$ cat config.mk
export PLATFORM = sky130hd
export DESIGN_NAME = sirq_slave
export DESIGN_NICKNAME = d
export VERILOG_FILES = /design/src/sirq_pkg.sv /design/src/sirq_slave.sv
export SDC_FILE = /design/constraint.sdc
export NUM_CORES = 1
export LEC_CHECK = 0
export ABC_AREA = 1
export BUFFER_PORTS_ARGS = -buffer_cell sky130_fd_sc_hd__buf_2
export CORE_MARGIN = 1
export CORE_UTILIZATION = 57
export CTS_CLUSTER_SIZE = 8
export DETAILED_ROUTE_END_ITERATION = 10
export PLACE_DENSITY = 0.92
export RECOVER_POWER = 50
export SLEW_MARGIN = 20
export SYNTH_ARGS = -nofsm -noshare
export SYNTH_HDL_FRONTEND = slang
export SYNTH_SLANG_ARGS = --single-unit
$ cat constraint.sdc
create_clock -name CLK -period 3.3 [get_ports CLK]
set_clock_uncertainty 0.15 [all_clocks]
set_input_delay 0.495 -clock CLK [delete_from_list [all_inputs] [get_ports CLK]]
set_output_delay 0.495 -clock CLK [all_outputs]
set_load 0.005 [all_outputs]
$ cat src/sirq_pkg.sv
// package for the serialized interrupt slave: states, slots, timing
`default_nettype none
package sirq_pkg;
	localparam int unsigned SLOT_CNT        = 32;
	localparam int unsigned SLOT_W          = 5;
	localparam int unsigned PHASE_CLKS      = 3;
	localparam int unsigned STOP_QUIET_CLKS = 2;
	localparam int unsigned STOP_CONT_CLKS  = 3;
	localparam int unsigned START_MIN_CLKS  = 4;
	localparam int unsigned LOW_CNT_W       = 4;
	localparam logic [LOW_CNT_W-1:0] LOW_CNT_MAX = 4'hF;
	localparam logic        MODE_CONT       = 1'b1;
	localparam logic        MODE_QUIET      = 1'b0;

	typedef enum logic [4:0] {
		SQ_IDLE   = 5'h01,
		SQ_START  = 5'h02,
		SQ_FRAMES = 5'h04,
		SQ_STOP   = 5'h08,
		SQ_KICK   = 5'h10
	} sirq_state_e;

	typedef enum logic [2:0] {
		PH_SAMPLE  = 3'h1,
		PH_RECOVER = 3'h2,
		PH_TURN    = 3'h4
	} sirq_phase_e;

	typedef struct packed {
		logic o;
		logic oe;
	} sirq_pin_s;
endpackage
`default_nettype wire

$ cat src/sirq_slave.sv
// serialized interrupt link, slave end inside the peripheral
// Function
// - shared open-drain line; drive low or high only in owned clocks, else release.
// - cycle is start frame, then data frames, then stop frame.
// - quiet mode: device drives one low clock, then releases.
// - after reset both ends are in continuous mode.
// - frames counted from the rising edge ending the start pulse.
// - each data frame is sample, recovery, turn-around, three clocks.
// - sample phase: drive low if request active, otherwise release.
// - recovery after a low sample drives high; turn-around releases.
// - fixed slot order, slot n sampled 3n+4 clocks after the rising edge ending start.
// - slot driving begins with slot 0, changing on rising clock edges.
// - stop of 2 selects quiet, 3 selects continuous; device measures width.
// - idle clocks may pass between stop and next start.
// - in quiet mode device starts only with a pending request.
`timescale 1ns/100ps
`default_nettype none
module sirq_slave
	import sirq_pkg::*;
#(
	parameter int unsigned SLOTS = SLOT_CNT
) (
	input  wire logic              CLK,
	input  wire logic              RST,
	input  wire logic [SLOTS-1:0]  IRQ_REQ,
	input  wire logic [SLOTS-1:0]  IRQ_OWN,
	input  wire logic              SIRQ_IN,
	output logic                   SIRQ_OUT,
	output logic                   SIRQ_OE,
	output logic                   MODE_CONTINUOUS
);

////////////////////////////////////////////////////////////////////////
// pin synchroniser and line level

	logic        sync1_q;
	logic        line_q;
	logic        line_prev_q;

	always_ff @(posedge CLK) begin
		if (RST) begin
			sync1_q     <= 1'b1;
			line_q      <= 1'b1;
			line_prev_q <= 1'b1;
		end else begin
			sync1_q     <= SIRQ_IN;
			line_q      <= sync1_q;
			line_prev_q <= line_q;
		end
	end

	wire rise_seen = line_q & ~line_prev_q;

////////////////////////////////////////////////////////////////////////
// timing notes
// every decision below is made on the synchronised line, so the pin
// view of the device lags the wire by the two synchroniser stages plus
// the registered output stage; the slot grid is still anchored to the
// rising edge that ends the start pulse, so this latency only shifts
// all slots by the same amount and the host sees them in order.
// the slot counter starts one below slot 0 so that the first turn-around
// step lands on slot 0; a separate flag tells that pre-slot apart from
// the real last slot, which shares the same counter value at full width.

////////////////////////////////////////////////////////////////////////
// cycle state

	sirq_state_e          state_q, state_d;
	sirq_phase_e          phase_q, phase_d;
	logic [SLOT_W-1:0]    slot_q, slot_d;
	logic [LOW_CNT_W-1:0] low_q, low_d;
	logic                 mode_q, mode_d;
	logic                 hold_q, hold_d;
	logic                 first_q, first_d;
	sirq_pin_s            pin_q, pin_d;

	// requests are latched per cycle so a slot does not change mid-frame
	logic [SLOTS-1:0]     req_q;
	wire  [SLOTS-1:0]     own_req = IRQ_REQ & IRQ_OWN;
	wire                  any_req = |own_req;
	wire                  last_slot = (slot_q == SLOT_W'(SLOTS - 1));
	wire                  cur_req = req_q[slot_q];
	wire                  low_sat = (low_q == LOW_CNT_MAX);

	always_comb begin
		state_d = state_q;
		phase_d = phase_q;
		slot_d  = slot_q;
		low_d   = low_q;
		mode_d  = mode_q;
		hold_d  = hold_q;
		first_d = first_q;
		pin_d   = '{o: 1'b1, oe: 1'b0};
		case (state_q)
			SQ_IDLE: begin
				low_d = '0;
				if (!line_q) begin
					state_d = SQ_START;
				end else if (mode_q == MODE_QUIET && any_req && line_prev_q) begin
					state_d = SQ_KICK;
					pin_d   = '{o: 1'b0, oe: 1'b1};
				end
			end
			SQ_KICK: begin
				// our single low clock is on the pin; release and wait for host
				if (!line_q) begin
					state_d = SQ_START;
				end
			end
			SQ_START: begin
				if (line_q) begin
					// rising edge ends start pulse; next clock is a turn-around step, then slot 0 sample
					state_d = (rise_seen && low_q >= LOW_CNT_W'(START_MIN_CLKS - 2))
						? SQ_FRAMES : SQ_IDLE;
					phase_d = PH_TURN;
					slot_d  = '1;
					first_d = 1'b1;
				end else if (!low_sat) begin
					low_d = low_q + 1'b1;
				end
			end
			SQ_FRAMES: begin
				low_d = '0;
				case (phase_q)
					PH_TURN: begin
						if (!first_q && last_slot) begin
							state_d = SQ_STOP;
						end else begin
							first_d = 1'b0;
							phase_d = PH_SAMPLE;
							slot_d  = slot_q + 1'b1;
							hold_d  = req_q[slot_q + 1'b1];
							if (req_q[slot_q + 1'b1]) begin
								pin_d = '{o: 1'b0, oe: 1'b1};
							end
						end
					end
					PH_SAMPLE: begin
						phase_d = PH_RECOVER;
						if (hold_q) begin
							pin_d = '{o: 1'b1, oe: 1'b1};
						end
					end
					default: begin
						phase_d = PH_TURN;
						hold_d  = 1'b0;
					end
				endcase
			end
			SQ_STOP: begin
				// count low clocks of the host stop pulse
				if (!line_q) begin
					if (!low_sat) begin
						low_d = low_q + 1'b1;
					end
				end else if (low_q != '0) begin
					state_d = SQ_IDLE;
					if (low_q == LOW_CNT_W'(STOP_QUIET_CLKS)) begin
						mode_d = MODE_QUIET;
					end else if (low_q >= LOW_CNT_W'(STOP_CONT_CLKS)) begin
						mode_d = MODE_CONT;
					end
				end
			end
			default: begin
				state_d = SQ_IDLE;
			end
		endcase
	end

	always_ff @(posedge CLK) begin
		if (RST) begin
			state_q <= SQ_IDLE;
			phase_q <= PH_TURN;
			slot_q  <= '0;
			low_q   <= '0;
			mode_q  <= MODE_CONT;
			hold_q  <= 1'b0;
			first_q <= 1'b0;
			pin_q   <= '{o: 1'b1, oe: 1'b0};
			req_q   <= '0;
		end else begin
			state_q <= state_d;
			phase_q <= phase_d;
			slot_q  <= slot_d;
			low_q   <= low_d;
			mode_q  <= mode_d;
			hold_q  <= hold_d;
			first_q <= first_d;
			pin_q   <= pin_d;
			if (state_q != SQ_FRAMES) begin
				req_q <= own_req;
			end
		end
	end

////////////////////////////////////////////////////////////////////////
// outputs

	// all pin controls come straight from flops, so no glitch reaches
	// the shared wire between clock edges
	assign SIRQ_OUT        = pin_q.o;
	assign SIRQ_OE         = pin_q.oe;
	assign MODE_CONTINUOUS = mode_q;

	wire unused_cur = cur_req;

endmodule // sirq_slave
`default_nettype wire

==> qor.txt <==
run status - finished, final reports clean
largest net degree at the start of global routing - 69
DIE AREA - 5389 um^2
Tot Pwr - 1.466 mW
DRT iter0 DRCs - 139
io pins - 70
fmax - 0.3911 GHz
Clock Power Share - 42.5%
Ys Warns - 0
ys flop type - dfxtp_1
Distinct cells, synth - 40
cts hold-fix bufs - 0
Final Max Tran Viols - 0
worst hold path cell count - 2
CTS tree - built
Peak supply drop - 0.3123 mV
final WL - 6768 um
Sw Ratio - 23.78%
Netlist Area Pre-Place - 2907 um^2
Mapped Nets - 481
1st-pass router iterations - 4
# fillers - 390
vias in the first global route - 2,784
#FFs+latches synth - 57
Critical Path Source Type - flop
Setup Buffers After CTS - 0
routed vias/inst - 5.481
Worst R2R End - slot_q[0]$_SDFFE_PP0P_
Internal - 1.117 mW
via count - 2,998
max-cap violations - 0
CORE AREA - 4817 um^2
sequential cell area fraction in the yosys report - 39.26%
synth top area cells - dfxtp_1 39%, nand2_1 13%, a21oi_1 6.4%
Synth area leader - dfxtp_1
worst min-delay path class - input pin to flop
Mean Syn Cell Area - 7.106 um^2
Nets - 547
hpwl dp - 4786 um
first-pass GRT wire length - 11,590 um
max_slew headroom - 21.29%
Pleak - 1.550 nW
kind of critical path - flop to flop
Inserted Clock Buffers - 9
RR Startpoint - state_q[1]$_SDFFE_PP0P_
Slew @ Worst Pin - 1.181 ns
Setup WS post-layout - 0.7428 ns
share of cells above drive strength 1 - 22.08%
clk root buf - clkbuf_8
reg2reg path depth - 9
R2R setup slack - 0.74 ns
Sequential Power Share - 49.0%
P_sw - 0.3485 mW
Post-CTS Resized - 0
Placed Area - 3259 um^2
DRC - 0
dpl ws - 0.9548 ns
RD Place Congestion - 0.9172
Final Cell Area - 3433 um^2
die width - 73.41 um
capture point of the critical path - slot_q[0]$_SDFFE_PP0P_
dpl cells - 531
Initial Util - 60.34%
Sink Count - 57
total inserted antenna cells - 0
Clock Pin Slew Worst Setup and Hold Paths - 0.07 ns
register area - 1141 um^2
I/O Buffers - 69
FP Rows - 25
min Tclk post-route - 2.557 ns
WL/cell - 12.37 um
Crit. End Element - flop
final setup fails - 0
post-synthesis async set-or-reset flop share - 0%
Period Utilization, post-route - 77.49%
Overall Global Routing Usage - 28.15%
worst skew pair latency - 0.34 ns
Post-synth top cells - 104 x nand2_1, 57 x dfxtp_1, 37 x a21oi_1
signal arrival time at the worst endpoint - 2.67 ns
most frequent cell after synthesis - nand2_1
global route total overflow - 0
EDFF count, synth - 0
TNS Setup - 0 ns
Chip Height - 73.41 um
Final ANT Viol Nets - 0
critical path required time - 3.41 ns
logic gate share of total power - 8.5%
Crit. Startpoint - state_q[1]$_SDFFE_PP0P_
multi-input logic area - 1518 um^2
RSZ-0062 raised after global routing - no
Synth Instances - 409
antenna violations before repair - 0
H-tree lvl count - 3
Final Hold Vio Count - 0
CP Max Fanout - 68
area delta synth->final - 18.12%
Finished Layout Cells - 547
clk buf depth - 2
power per cell area - 426.9 nW/um^2
Synth top area share - 39.26%
-- worst min path at each step --
stage	from	to	slack, ns
global placement	sync1_q$_SDFF_PP1_	line_q$_SDFF_PP1_	0.24
floorplan	sync1_q$_SDFF_PP1_	line_q$_SDFF_PP1_	0.24
global route	SIRQ_IN	sync1_q$_SDFF_PP1_	0.18
detailed placement	sync1_q$_SDFF_PP1_	line_q$_SDFF_PP1_	0.24
finish	SIRQ_IN	sync1_q$_SDFF_PP1_	0.19
CTS	SIRQ_IN	sync1_q$_SDFF_PP1_	0.17
-- state kept, by name (all words and copies together) (netlist names) --
register,count
low_q,4
first_q,1
SIRQ_OE,1
SIRQ_OUT,1
MODE_CONTINUOUS,1
slot_q,5
phase_q,3
line_q,1
sync1_q,1
state_q,5
hold_q,1
req_q,32
line_prev_q,1
-- power by group through the flow --
| stage | sequential [mW] | clock [mW] | combinational [mW] |
|---|---|---|---|
| 3_5_place_dp | 0.734 | 0 | 0.124 |
| 3_3_place_gp | 0.733 | 0 | 0.121 |
| 4_1_cts | 0.719 | 0.632 | 0.125 |
| 5_1_grt | 0.721 | 0.660 | 0.141 |
| 6_report | 0.719 | 0.623 | 0.124 |
| 2_1_floorplan | 0.731 | 0 | 0.0702 |
-- metal layers --
| layer | up-vias | global-route usage (%) | share of wire (%) |
|---|---|---|---|
| met4 | 0 | 15.81 | 2.5 |
| met5 | - | 0 | 0 |
| met3 | 20 | 7.407 | 6.0 |
| met2 | 133 | 47.33 | 48 |
| met1 | 1341 | 32.48 | 43 |
| li1 | 1504 | - | - |
-- layout by cell type, fill, tap and decap left out, drive strengths merged --
master  count
xnor2       1
o211ai      3
inv        37
o21ai      30
clkbuf     17
a31oi       1
dfxtp      57
ha          5
nand4      13
a211oi     11
or2         2
xor2        2
clkinv      2
nor4        1
nand2     108
nand3      32
buf        68
nor3b       1
o21bai      1
nor2       37
nor3        7
and3        1
a21oi      40
a221oi      1
o22ai       2
-- critical path, cell delays in order (launching register included) --
cell and delay (ns):
dfxtp_1 0.33, nor2_1 0.28, nand4_4 0.71, nor2_1 0.38, nand2_1 0.13, nand2_2 0.14, nor2_4 0.05, inv_2 0.07
o21ai_1 0.05, a21oi_1 0.15
-- stage by stage --
stage / utilization (%) / hold WS [ns]
6_report: 71.27 / 0.1892
5_1_grt: 71.27 / 0.1843
4_1_cts: 71.66 / 0.1709
3_5_place_dp: 67.66 / 0.2436
3_3_place_gp: 67.66 / 0.2415
2_1_floorplan: - / 0.2395
-- layout make-up --
cell class / instances / area share, %
inverter: 37 / 4.191
clock inverter: 2 / 0.2915
sequential: 57 / 33.24
tap: 67 / 2.442
clock buffer: 14 / 5.321
multi-input combinational: 299 / 44.21
timing repair buffer: 71 / 10.31
-- kinds of logic after synthesis --
family / share of synthesized area [%]
simple gates: 31.98
flops: 39.26
xor+xnor: 0.9042
buf+inv: 8.093
compound gates: 17.61
fa+ha+maj: 2.152
Power figures use the tool's default switching activity.
